`config.mk`:
```
export PLATFORM = sky130hd
export DESIGN_NAME = tpoh_top
export DESIGN_NICKNAME = d
export VERILOG_FILES = /design/src/hdl/tpoh_fifo.v /design/src/hdl/tpoh_top.v
export VERILOG_INCLUDE_DIRS = /design/src /design/src/common
export SDC_FILE = /design/constraint.sdc
export NUM_CORES = 2
export LEC_CHECK = 0
export BUFFER_PORTS_ARGS = -buffer_cell sky130_fd_sc_hd__buf_4
export CELL_PAD_IN_SITES_DETAIL_PLACEMENT = 1
export CELL_PAD_IN_SITES_GLOBAL_PLACEMENT = 1
export CORE_AREA = 2 2 317 256
export CTS_CLUSTER_DIAMETER = 120
export DETAILED_ROUTE_END_ITERATION = 8
export DIE_AREA = 0 0 319 258
export GPL_TIMING_DRIVEN = 0
export PLACE_DENSITY = 0.79
export SLEW_MARGIN = 20
export SYNTH_ARGS = -nofsm -noshare
export SYNTH_HDL_FRONTEND = slang
export SYNTH_SLANG_ARGS = --single-unit
```
`constraint.sdc`:
```
create_clock -name core_clk -period 5.45 [get_ports core_clk]
set_clock_uncertainty 0.05 [all_clocks]
set_input_delay 1.3625 -clock core_clk [delete_from_list [all_inputs] [get_ports core_clk]]
set_output_delay 1.3625 -clock core_clk [all_outputs]
set_load 0.01 [all_outputs]
```
`src/common/tpoh_map.vh`:
```
// Purpose: register indices, field positions, reset values and byte kinds
// Assumes: register byte address is four times the index
// Notes: included by the transmit path overhead insertion top level design file
`ifndef TPOH_MAP_VH
`define TPOH_MAP_VH

`define TPOH_ADDR_W 12
`define TPOH_IDX_W 10

// register indices
`define TPOH_IDX_G1_CTRL 10'h0b4
`define TPOH_IDX_STATUS 10'h0b5
`define TPOH_IDX_TRACE_FIRST 10'h0b6
`define TPOH_IDX_TRACE_LAST 10'h0f5
`define TPOH_IDX_CONFIG 10'h0f6
`define TPOH_IDX_ERR_GEN 10'h0f7
`define TPOH_IDX_LABEL 10'h0f8

// path overhead error generation fields
`define TPOH_ERRGEN_ALARM_BIT 0
`define TPOH_ERRGEN_CODE_LSB 4
`define TPOH_ERRGEN_CODE_MSB 6

// G1 control fields
`define TPOH_G1_AUTO_BIT 0
`define TPOH_G1_ENH_BIT 1
`define TPOH_G1_INH_BIT 2

// configuration fields
`define TPOH_CFG_TRACE_EN_BIT 0
`define TPOH_CFG_SONET_BIT 1
`define TPOH_CFG_GFP_BIT 2

// reset and fixed values
`define TPOH_LABEL_RESET 8'h18
`define TPOH_LABEL_LAPS 8'h18
`define TPOH_LABEL_GFP 8'h1b
`define TPOH_CFG_RESET 3'h2
`define TPOH_TRACE_TOP_SONET 6'h0f
`define TPOH_TRACE_TOP_SDH 6'h3f
`define TPOH_REI_MAX 4'h8
`define TPOH_ALL_ONES 8'hff

// remote defect codes, G1 bits 7 to 5
`define TPOH_RDI_NONE 3'h0
`define TPOH_RDI_ALARM 3'h4
`define TPOH_RDI_ENH_ALARM 3'h5
`define TPOH_RDI_ENH_UNEQ 3'h6
`define TPOH_RDI_ENH_PLM 3'h2
`define TPOH_RDI_ENH_NONE 3'h1

// byte kinds on the frame stream
`define TPOH_KIND_W 3
`define TPOH_KIND_TOH 3'h0
`define TPOH_KIND_PTR 3'h1
`define TPOH_KIND_SPE 3'h2
`define TPOH_KIND_J1 3'h3
`define TPOH_KIND_G1 3'h4
`define TPOH_KIND_C2 3'h5

`endif

```
`src/hdl/tpoh_fifo.v`:
```
// Purpose: small synchronous FIFO in the frame byte path
// Assumes: one clock, asynchronous active low reset
// Notes: count is exact, full and empty come from it
module tpoh_fifo #(
  parameter WIDTH = 12,
  parameter DEPTH = 16,
  parameter AW = 4
) (
  input wire core_clk,
  input wire reset_n,
  input wire in_valid,
  output wire in_ready,
  input wire [WIDTH-1:0] in_data,
  output wire out_valid,
  input wire out_ready,
  output wire [WIDTH-1:0] out_data,
  output wire [AW:0] level
);
  reg [WIDTH-1:0] mem_reg [0:DEPTH-1];
  reg [AW-1:0] wr_ptr_reg;
  reg [AW-1:0] rd_ptr_reg;
  reg [AW:0] count_reg;
  reg [AW:0] count_next;
  reg ready_reg;
  wire push;
  wire pop;

  // registered so the top's src_ready leaves a flip-flop
  assign in_ready = ready_reg;
  assign out_valid = (count_reg != {(AW+1){1'b0}});
  assign out_data = mem_reg[rd_ptr_reg];
  assign level = count_reg;
  assign push = in_valid && in_ready;
  assign pop = out_valid && out_ready;

  always @* begin
    count_next = count_reg;
    if (push && !pop) begin
      count_next = count_reg + {{AW{1'b0}}, 1'b1};
    end else if (pop && !push) begin
      count_next = count_reg - {{AW{1'b0}}, 1'b1};
    end
  end

  always @(posedge core_clk) begin
    if (push) begin
      mem_reg[wr_ptr_reg] <= in_data;
    end
  end

  always @(posedge core_clk or negedge reset_n) begin
    if (!reset_n) begin
      wr_ptr_reg <= {AW{1'b0}};
      rd_ptr_reg <= {AW{1'b0}};
      count_reg <= {(AW+1){1'b0}};
      ready_reg <= 1'b1;
    end else begin
      // pointers wrap naturally, depth is a power of two
      if (push) begin
        wr_ptr_reg <= wr_ptr_reg + {{(AW-1){1'b0}}, 1'b1};
      end
      if (pop) begin
        rd_ptr_reg <= rd_ptr_reg + {{(AW-1){1'b0}}, 1'b1};
      end
      count_reg <= count_next;
      ready_reg <= (count_next != DEPTH[AW:0]);
    end
  end
endmodule

```
`src/hdl/tpoh_top.v`:
```
// Purpose: transmit path overhead insertion on the line-side frame byte stream
// Assumes: upstream tags each byte with its kind; APB slave with one wait state
// Notes: substitution happens at the FIFO output, so a register write
// Notes: affects bytes that leave after it, bytes already queued in the FIFO included
`include "tpoh_map.vh"

module tpoh_top #(
  parameter DATA_W = 8,
  parameter FIFO_DEPTH = 16,
  parameter FIFO_AW = 4
) (
  input wire core_clk,
  input wire reset_n,
  input wire psel,
  input wire penable,
  input wire pwrite,
  input wire [`TPOH_ADDR_W-1:0] paddr,
  input wire [31:0] pwdata,
  input wire [3:0] pstrb,
  output reg [31:0] prdata,
  output reg pready,
  output reg pslverr,
  input wire src_valid,
  output wire src_ready,
  input wire [DATA_W-1:0] src_data,
  input wire [`TPOH_KIND_W-1:0] src_kind,
  input wire src_frame_start,
  output reg line_valid,
  input wire line_ready,
  output reg [DATA_W-1:0] line_data,
  output reg line_frame_start,
  input wire rx_path_alarm,
  input wire rx_loss_of_pointer,
  input wire rx_unequipped,
  input wire rx_label_mismatch,
  input wire [3:0] rx_b3_errors
);
  localparam FW = DATA_W + `TPOH_KIND_W + 1;
  localparam [2:0] CFG_RST = `TPOH_CFG_RESET;

  reg [7:0] trace_reg [0:63];
  reg [7:0] label_reg;
  reg [2:0] manual_defect_code_reg;
  reg force_path_alarm_reg;
  reg auto_remote_defect_reg;
  reg enhanced_remote_defect_reg;
  reg path_error_report_inhibit_reg;
  reg trace_enable_reg;
  reg sonet_select_reg;
  reg gfp_mode_reg;
  reg [5:0] trace_idx_reg;
  reg [5:0] trace_idx_next;
  reg [2:0] rdi_code;
  reg [3:0] rei_value;
  reg [7:0] out_byte;
  reg [31:0] read_value;
  reg mapped;
  integer i;

  wire [`TPOH_IDX_W-1:0] reg_idx;
  wire aligned;
  wire is_trace;
  wire [5:0] trace_slot;
  wire [`TPOH_IDX_W-1:0] trace_off;
  wire bus_take;
  wire bus_write;
  wire wr_byte;
  wire [FW-1:0] fifo_out;
  wire fifo_out_valid;
  wire fifo_pop;
  wire [FIFO_AW:0] fifo_level;
  wire [DATA_W-1:0] q_data;
  wire [`TPOH_KIND_W-1:0] q_kind;
  wire q_frame_start;
  wire [5:0] trace_top;
  wire [5:0] trace_eff;
  wire [7:0] g1_byte;

  assign reg_idx = paddr[`TPOH_ADDR_W-1:2];
  assign aligned = (paddr[1:0] == 2'b00);
  assign is_trace = (reg_idx >= `TPOH_IDX_TRACE_FIRST) && (reg_idx <= `TPOH_IDX_TRACE_LAST);
  assign trace_off = reg_idx - `TPOH_IDX_TRACE_FIRST;
  assign trace_slot = trace_off[5:0];
  // the write lands on the edge where pready is seen high
  assign bus_take = psel && penable && pready;
  assign bus_write = bus_take && pwrite && mapped;
  assign wr_byte = bus_write && pstrb[0];

  // address decode and read mux
  always @* begin
    read_value = 32'h0000_0000;
    mapped = aligned;
    if (is_trace) begin
      read_value[7:0] = trace_reg[trace_slot];
    end else begin
      case (reg_idx)
        `TPOH_IDX_G1_CTRL: begin
          read_value[`TPOH_G1_AUTO_BIT] = auto_remote_defect_reg;
          read_value[`TPOH_G1_ENH_BIT] = enhanced_remote_defect_reg;
          read_value[`TPOH_G1_INH_BIT] = path_error_report_inhibit_reg;
        end
        `TPOH_IDX_STATUS: begin
          read_value[5:0] = trace_idx_reg;
          read_value[8+FIFO_AW:8] = fifo_level;
          read_value[16] = force_path_alarm_reg;
          read_value[19:17] = rdi_code;
          read_value[23:20] = rei_value;
        end
        `TPOH_IDX_CONFIG: begin
          read_value[`TPOH_CFG_TRACE_EN_BIT] = trace_enable_reg;
          read_value[`TPOH_CFG_SONET_BIT] = sonet_select_reg;
          read_value[`TPOH_CFG_GFP_BIT] = gfp_mode_reg;
        end
        `TPOH_IDX_ERR_GEN: begin
          read_value[`TPOH_ERRGEN_CODE_MSB:`TPOH_ERRGEN_CODE_LSB] = manual_defect_code_reg;
          read_value[`TPOH_ERRGEN_ALARM_BIT] = force_path_alarm_reg;
        end
        `TPOH_IDX_LABEL: begin
          read_value[7:0] = label_reg;
        end
        default: begin
          mapped = 1'b0;
        end
      endcase
    end
    if (!aligned) begin
      read_value = 32'h0000_0000;
    end
  end

  // APB handshake: one wait state in every access phase
  always @(posedge core_clk or negedge reset_n) begin
    if (!reset_n) begin
      pready <= 1'b0;
      prdata <= 32'h0000_0000;
      pslverr <= 1'b0;
    end else if (psel && penable && !pready) begin
      pready <= 1'b1;
      // prdata keeps the last read answer across writes
      if (!pwrite) begin
        prdata <= read_value;
      end
      pslverr <= !mapped;
    end else begin
      pready <= 1'b0;
      pslverr <= 1'b0;
    end
  end

  // software registers; status index is read only
  always @(posedge core_clk or negedge reset_n) begin
    if (!reset_n) begin
      for (i = 0; i < 64; i = i + 1) begin
        trace_reg[i] <= 8'h00;
      end
      label_reg <= `TPOH_LABEL_RESET;
      manual_defect_code_reg <= 3'h0;
      force_path_alarm_reg <= 1'b0;
      auto_remote_defect_reg <= 1'b0;
      enhanced_remote_defect_reg <= 1'b0;
      path_error_report_inhibit_reg <= 1'b0;
      trace_enable_reg <= CFG_RST[`TPOH_CFG_TRACE_EN_BIT];
      sonet_select_reg <= CFG_RST[`TPOH_CFG_SONET_BIT];
      gfp_mode_reg <= CFG_RST[`TPOH_CFG_GFP_BIT];
    end else if (wr_byte) begin
      if (is_trace) begin
        trace_reg[trace_slot] <= pwdata[7:0];
      end else begin
        case (reg_idx)
          `TPOH_IDX_G1_CTRL: begin
            auto_remote_defect_reg <= pwdata[`TPOH_G1_AUTO_BIT];
            enhanced_remote_defect_reg <= pwdata[`TPOH_G1_ENH_BIT];
            path_error_report_inhibit_reg <= pwdata[`TPOH_G1_INH_BIT];
          end
          `TPOH_IDX_CONFIG: begin
            trace_enable_reg <= pwdata[`TPOH_CFG_TRACE_EN_BIT];
            sonet_select_reg <= pwdata[`TPOH_CFG_SONET_BIT];
            gfp_mode_reg <= pwdata[`TPOH_CFG_GFP_BIT];
            // GFP mode change reloads the label; software may still override it
            if (pwdata[`TPOH_CFG_GFP_BIT] != gfp_mode_reg) begin
              label_reg <= pwdata[`TPOH_CFG_GFP_BIT] ? `TPOH_LABEL_GFP : `TPOH_LABEL_LAPS;
            end
          end
          `TPOH_IDX_ERR_GEN: begin
            manual_defect_code_reg <= pwdata[`TPOH_ERRGEN_CODE_MSB:`TPOH_ERRGEN_CODE_LSB];
            force_path_alarm_reg <= pwdata[`TPOH_ERRGEN_ALARM_BIT];
          end
          `TPOH_IDX_LABEL: begin
            label_reg <= pwdata[7:0];
          end
          default: begin
            label_reg <= label_reg;
          end
        endcase
      end
    end
  end

  tpoh_fifo #(
    .WIDTH(FW),
    .DEPTH(FIFO_DEPTH),
    .AW(FIFO_AW)
  ) u_fifo (
    .core_clk(core_clk),
    .reset_n(reset_n),
    .in_valid(src_valid),
    .in_ready(src_ready),
    .in_data({src_frame_start, src_kind, src_data}),
    .out_valid(fifo_out_valid),
    .out_ready(fifo_pop),
    .out_data(fifo_out),
    .level(fifo_level)
  );

  assign q_data = fifo_out[DATA_W-1:0];
  assign q_kind = fifo_out[DATA_W+`TPOH_KIND_W-1:DATA_W];
  assign q_frame_start = fifo_out[FW-1];
  // output stage stalls the FIFO when the line side holds off
  assign fifo_pop = fifo_out_valid && (!line_valid || line_ready);

  assign trace_top = sonet_select_reg ? `TPOH_TRACE_TOP_SONET : `TPOH_TRACE_TOP_SDH;
  // an index left above the top by a mode change restarts at the top
  assign trace_eff = (trace_idx_reg > trace_top) ? trace_top : trace_idx_reg;

  always @* begin
    if (!trace_enable_reg) begin
      trace_idx_next = trace_top;
    end else if (fifo_pop && q_kind == `TPOH_KIND_J1) begin
      trace_idx_next = (trace_eff == 6'h00) ? trace_top : trace_eff - 6'h01;
    end else begin
      trace_idx_next = trace_idx_reg;
    end
  end

  always @(posedge core_clk or negedge reset_n) begin
    if (!reset_n) begin
      trace_idx_reg <= `TPOH_TRACE_TOP_SDH;
    end else begin
      trace_idx_reg <= trace_idx_next;
    end
  end

  // remote defect code for G1 bits 7 to 5
  always @* begin
    if (!auto_remote_defect_reg) begin
      rdi_code = manual_defect_code_reg;
    end else if (!enhanced_remote_defect_reg) begin
      rdi_code = (rx_path_alarm || rx_loss_of_pointer) ? `TPOH_RDI_ALARM : `TPOH_RDI_NONE;
    end else if (rx_path_alarm || rx_loss_of_pointer) begin
      rdi_code = `TPOH_RDI_ENH_ALARM;
    end else if (rx_unequipped) begin
      rdi_code = `TPOH_RDI_ENH_UNEQ;
    end else if (rx_label_mismatch) begin
      rdi_code = `TPOH_RDI_ENH_PLM;
    end else begin
      rdi_code = `TPOH_RDI_ENH_NONE;
    end
  end

  // more than eight errors cannot occur per frame; clamp guards a bad count
  always @* begin
    if (path_error_report_inhibit_reg) begin
      rei_value = 4'h0;
    end else if (rx_b3_errors > `TPOH_REI_MAX) begin
      rei_value = `TPOH_REI_MAX;
    end else begin
      rei_value = rx_b3_errors;
    end
  end

  assign g1_byte = {rdi_code, 1'b0, rei_value};

  // byte substitution; alarm covers pointer and whole envelope, POH included
  always @* begin
    out_byte = q_data;
    if (force_path_alarm_reg && q_kind != `TPOH_KIND_TOH) begin
      out_byte = `TPOH_ALL_ONES;
    end else begin
      case (q_kind)
        `TPOH_KIND_J1: begin
          if (trace_enable_reg) begin
            out_byte = trace_reg[trace_eff];
          end
        end
        `TPOH_KIND_G1: begin
          out_byte = g1_byte;
        end
        `TPOH_KIND_C2: begin
          out_byte = label_reg;
        end
        default: begin
          out_byte = q_data;
        end
      endcase
    end
  end

  always @(posedge core_clk or negedge reset_n) begin
    if (!reset_n) begin
      line_valid <= 1'b0;
      line_data <= {DATA_W{1'b0}};
      line_frame_start <= 1'b0;
    end else if (!line_valid || line_ready) begin
      line_valid <= fifo_out_valid;
      if (fifo_out_valid) begin
        line_data <= out_byte;
        line_frame_start <= q_frame_start;
      end
    end
  end
endmodule

```
Word level (Yosys, flattened, before mapping). Memory sizes are Yosys's and may differ from the RTL's. Cells that the tools add are included.

Bits in registers: 594. Memory bits (writable): 192. Logic and storage cells: 197. Memories: 1.

Memories: u_fifo.mem_reg (words 16, width 12, rd ports 1, clocked after Yosys merged registers in 0, wr ports 1, line tpoh_fifo.v:19) `reg [WIDTH-1:0] mem_reg [0:DEPTH-1];`.

Add/subtract/negate cells: 6. Order comparisons: 7. Equality and inequality tests: 12. Multiplexer cells: 48. Bitwise operators: 4. Reduce and logical (&&, ||, !) cells: 35.

Operators with widths (count): $bwmux W512 (1); $bmux W8 S6 (2); $mux W8 (11); $eq A10 B8 Y1 const B (5); $demux W8 S6 (1); $mux W6 (5); $mux W24 (1); $pmux W8 S3 (1); $mux W5 (4); $pmux W8 S2 (1); $logic_and A1 B1 Y1 (15); $mux W3 (5); $ge A7 B7 Y1 const B (2); $not A6 Y7 (2); $ge A10 B8 Y1 const B (1); $le A10 B8 Y1 const B (1); $reduce_and A3 Y1 (3); $add A4 B1 Y4 const B (2); $mux W4 (2); $pmux W2 S4 (1); $lt A7 B1 Y1 const B (1); $mux W1 (7); $eq A3 B3 Y1 const B (2); $gt A6 B6 Y1 (1); 25 further kinds (35).

Logic depth before layout (Yosys ltp).
Word-level depth: 10. Mapped depth: 12.

By module. A second synthesis with hierarchy kept.

Cells, all modules: 3080. Area total of the unflattened synthesis: 40264.9 um2.

Modules (own cells, without submodules): tpoh_top (times used 1, cells an instance 2727, area each 32174.6 um2); tpoh_fifo (times used 1, cells an instance 353, area each 8090.3 um2).

Least setup slack after synthesis. No wires, ideal clock.

Path type: input -> register. Start point: input port paddr[3]. End point: register prdata[1]. Setup time: 121 ps. Arrival: 4124 ps. Required time: 5279 ps. Path slack: 1155 ps. Stages: 12. Buffers on the path: 5. Cell sequence: buf_2 buf_1 inv_1 ha_1 clkbuf_1 clkbuf_1 buf_1 mux2i_1 a22oi_1 o2111ai_1 nand3_1 a22o_1.

Longest elaborated chain between the ends: 7.

RTL lines: start: declaration (line tpoh_top.v:17) `` input wire [`TPOH_ADDR_W-1:0] paddr, ``; $sub A6 B6 Y6 (no line); $not A6 Y7 (not written as such) (line tpoh_top.v:94) `read_value[7:0] = trace_reg[trace_slot];`; $bmux W8 S6 (line tpoh_top.v:94); $mux W8 (not written as such) (2 in series) (line tpoh_top.v:94); $mux W8 (*) (line tpoh_top.v:93) `if (is_trace) begin`; $mux W24 (*) (line tpoh_top.v:126) `if (!aligned) begin`; end signal: assignment (line tpoh_top.v:141) `prdata <= read_value;`; end: declaration (line tpoh_top.v:20) `output reg [31:0] prdata,`.

Mark *: on every way between the ends. The rest lies on a longest branch, timed or not. The select of a mux whose other input is x is not followed. A chain may end at the register's enable or synchronous reset.

Worst setup path in the final report.
Start point: input port paddr[3]. End point: register prdata[5].

Same word-level chain as after synthesis.

==> key figures <==
Synthesis
  • Cell variety after synth: 87
  • Post-synth ARST share: 75.2%
  • Simple-gate share of the synthesized area: 4.74%
  • Post-synth EDFFs: 192
  • Synth area leaders: dfrtp_1 36%, edfxtp_1 15%, mux4_2 12%, mux2_2 9.4%, mux2_1 7.4%
  • Mux cell area share after synthesis: 31.1%
  • Synth top area share: 36.5%
  • Mapped cell area: 39300 sq um
  • Synth Flop Type: dfrtp_1
  • Largest family of logic cells by synthesized area: multiplexers
  • Register area share after synthesis: 51.8%
  • Cells after Synth: 2825
  • Area leader, netlist: dfrtp_1
  • Post-Syn Area per Cell: 13.9 sq um
  • Synth Area in Compound Gates: 8.63%
  • Synth warn: 0
  • Number of synthesized register bits: 775
  • Area share of fa/ha/maj cells after synthesis: 0.541%
  • Post-Synth XOR/XNOR Area: 0.312%

STA
  • RSZ-0062 raised after global routing: false
  • Max Slew Vio Count: 0
  • Setup slack after layout: -0.230 ns
  • Post-route minimum period: 5.68 ns
  • Hold Fails Final Rpt: 0
  • Tcrit/Tclk final: 104%
  • Max-slew headroom: 14.1%
  • Worst Tran Pin Value: 1.29 ns
  • Fmax: 0.176 GHz
  • Setup TNS: -0.790 ns
  • # setup viols final: 6

Power and ir drop
  • Share of power burned in registers: 42.5%
  • Sw Ratio: 28.9%
  • Part of the power in the clock network: 39.8%
  • Pleak: 19.7 nW
  • Internal power: 0.0106 W
  • Combinational Power Share: 17.6%
  • P_sw: 0.00431 W
  • Pwr dens: 337 nW/um^2
  • VDD IR-drop max: 0.000365 V

Floorplan
  • Die Span X: 319 um
  • I/O pins: 120
  • Starting Density: 49.4%
  • FP Rows: 93
  • Die ar.: 82300 sq um
  • Core Area: 79600 sq um
  • Die height: 258 um

Clock tree
  • Clock Pin Slew Worst Setup and Hold Paths: 0.06 ns
  • Worst skew pair latency: 0.70 ns
  • Setup bufs post-CTS: 0
  • CTS max path bufs: 3
  • Hold-fix buffers at CTS: 0
  • CTS tree: done
  • Total clock buffers created by CTS: 81
  • Root Driver: clkbuf_16
  • H-tree Lvls: 3
  • CTS sink cnt: 775

Critical path
  • CP arrival: 6.22 ns
  • Worst-path cell chain: buf_4 -> buf_2 -> inv_1 -> ha_2 -> clkbuf_2 -> buf_2 -> mux2i_1 -> a222oi_1 -> nand3_1 -> nand2_1 -> a22o_1
  • Reg-to-reg endpoint: line_data[6]
  • Reg2reg path depth: 11
  • Delay of the slowest critical-path stage: 0.75 ns
  • R2r setup slk: -0.15 ns
  • Worst endpoint required time: 5.99 ns
  • CP Launch Type: input port
  • Reg2reg start: trace_idx_reg[0]
  • Slowest stage cell, crit path: ha_2
  • Crit path top cell by count: buf_2
  • Maximum fanout along the worst path: 19
  • WS Path Type: input port to register
  • Critical Path Sink Type: register

Global route
  • First-pass GRT wire length: 233000 um
  • Largest net degree at the start of global routing: 105
  • Tot GR Track Use: 40.1%
  • Gr ovfl total: 0
  • Antenna violations before repair: 15
  • Vias in the first global route: 30500

Placement
  • Setup slack at placement: -1.69 ns
  • Port Buffer Count: 72
  • Final GP Congestion: 1.03
  • Dpl hpwl: 116000 um

Final layout
  • Nets: 3085
  • Final Util: 55.6%
  • Sequential standard cell area: 20400 sq um
  • Largest register FFs: 512
  • Share of post-route cells with drive strength above 1: 28.1%
  • Layout area overhead: 12.6%
  • Multi-input logic area: 17900 sq um
  • Fill cell count: 7686

Detailed routing
  • Vias per inst: 7.18
  • Wire per inst: 40.2 um
  • Router iterations before antenna repair: 8
  • Routed WL: 165000 um
  • DR vias: 29500
  • Drt drc: 0
  • ANT nets after route: 0
  • Detailed router's first-iteration violation count: 3964

Min path
  • Worst hold stages: 2
  • Hold Crit Endpoint: prdata[20]
  • Hold path startpoint: prdata[20]
  • Worst min-delay path category: register to register

Run status
  • Failing checks: setup timing
  • Status: finished, violations left

Flow run
  • Max-cap viol count: 0
-- cell type report --
cell class              instances  share of cell area (%)
repair buffers                 79                    1.63
diodes                          7                  0.0396
flip-flops and latches        775                    46.0
inverters                      31                   0.263
plain buffers                 228                    2.36
clock inverters                34                    1.23
multi-input cells            1797                    40.5
well taps                    1045                    2.95
clock buffers                 113                    5.08
-- power by group through the flow --
stage / logic, W / clock network (W) / registers [W]
floorplan: 0.00161 / 0 / 0.00640
global placement: 0.00246 / 0 / 0.00642
detailed placement: 0.00258 / 0 / 0.00644
CTS: 0.00261 / 0.00594 / 0.00633
global route: 0.00278 / 0.00616 / 0.00635
finish: 0.00263 / 0.00593 / 0.00634
-- cell usage in the layout (no fill, tap or decap), drive strengths merged, types with 78 or more instances in the layout --
cell    instances
buf           172
clkbuf        248
dfrtp         573
edfxtp        192
mux2          588
mux2i         106
mux4          201
nand2         141
nor2           82
o22ai          78
-- per-layer routing --
metal  track usage, %  up-vias  part of all wire (%)
li1                 -    11300                     -
met1             53.6    15600                    39
met2             56.4     2031                    42
met3             14.4      548                    12
met4             23.7        4                   6.8
met5                0        -                 0.016
-- synthesized netlist by cell type, types with 5 or more instances --
cell type,n
a2bb2oi_1,5
dfstp_2,10
a222oi_1,18
o221ai_1,16
mux2_1,258
o22ai_1,78
a22o_1,30
nand4_1,12
a2111oi_0,7
nor2b_1,14
mux2_2,330
a22oi_1,21
o2bb2ai_1,15
o41ai_1,7
nor2_1,82
clkbuf_1,138
a31oi_1,17
a21o_1,6
o21ai_1,5
a211o_1,9
nand2_1,141
buf_2,52
nor3_1,15
o21ai_0,69
buf_4,17
nand3b_1,6
ha_1,17
mux4_2,201
a211oi_1,36
a221oi_1,20
edfxtp_1,192
o2111ai_1,7
and3_1,13
or3_1,12
mux2i_1,105
a21oi_1,67
xnor2_1,13
dfrtp_1,573
and2_1,27
nand2b_1,13
nand3_1,19
buf_1,21
inv_1,27
-- cell families (layout without fill, tap and decap cells) --
kind of cell	Yosys count	count (layout)
muxes	895	895
and+or+nand+nor	382	382
other	1	18
AOI/OAI and AO/OA	478	478
xor gates and xnor gates	14	14
buffers and inverters	263	485
adders and majority gates	17	17
DFF	775	775
-- timing repair --
action | CTS | global route
gates cloned | 0 | 0
endpoints found under the setup margin | 8 | 1
resized for setup | 2 | 0
-- worst max-delay path: cells and delay by family --
kind | cells | cell delay [ns]
buffers and inverters | 5 | 2.44
AND/OR/NAND/NOR | 2 | 0.41
AO/OA/AOI/OAI | 2 | 0.82
adder cells (fa/ha/maj) | 1 | 0.75
multiplexers | 1 | 0.39
-- per-stage QoR --
stage	instances	area [sq um]	hold WS, ns	total power, W
floorplan	2835	39400	0.394	0.00802
global placement	3952	41200	0.417	0.00888
detailed placement	3959	41500	0.427	0.00902
CTS	4103	44300	0.439	0.0149
global route	4102	44300	0.480	0.0153
finish	4109	44300	0.435	0.0149
-- worst max path at each step --
stage | from | end | slack, ns
2_1_floorplan | paddr[3] | prdata[1] | 1.16
3_3_place_gp | reset_n | trace_reg[490] | -3.29
3_5_place_dp | paddr[3] | prdata[5] | -1.69
4_1_cts | paddr[3] | prdata[5] | 0.08
5_1_grt | paddr[3] | prdata[5] | 0.04
6_report | paddr[3] | prdata[5] | -0.23
Power figures use the tool's default switching activity.
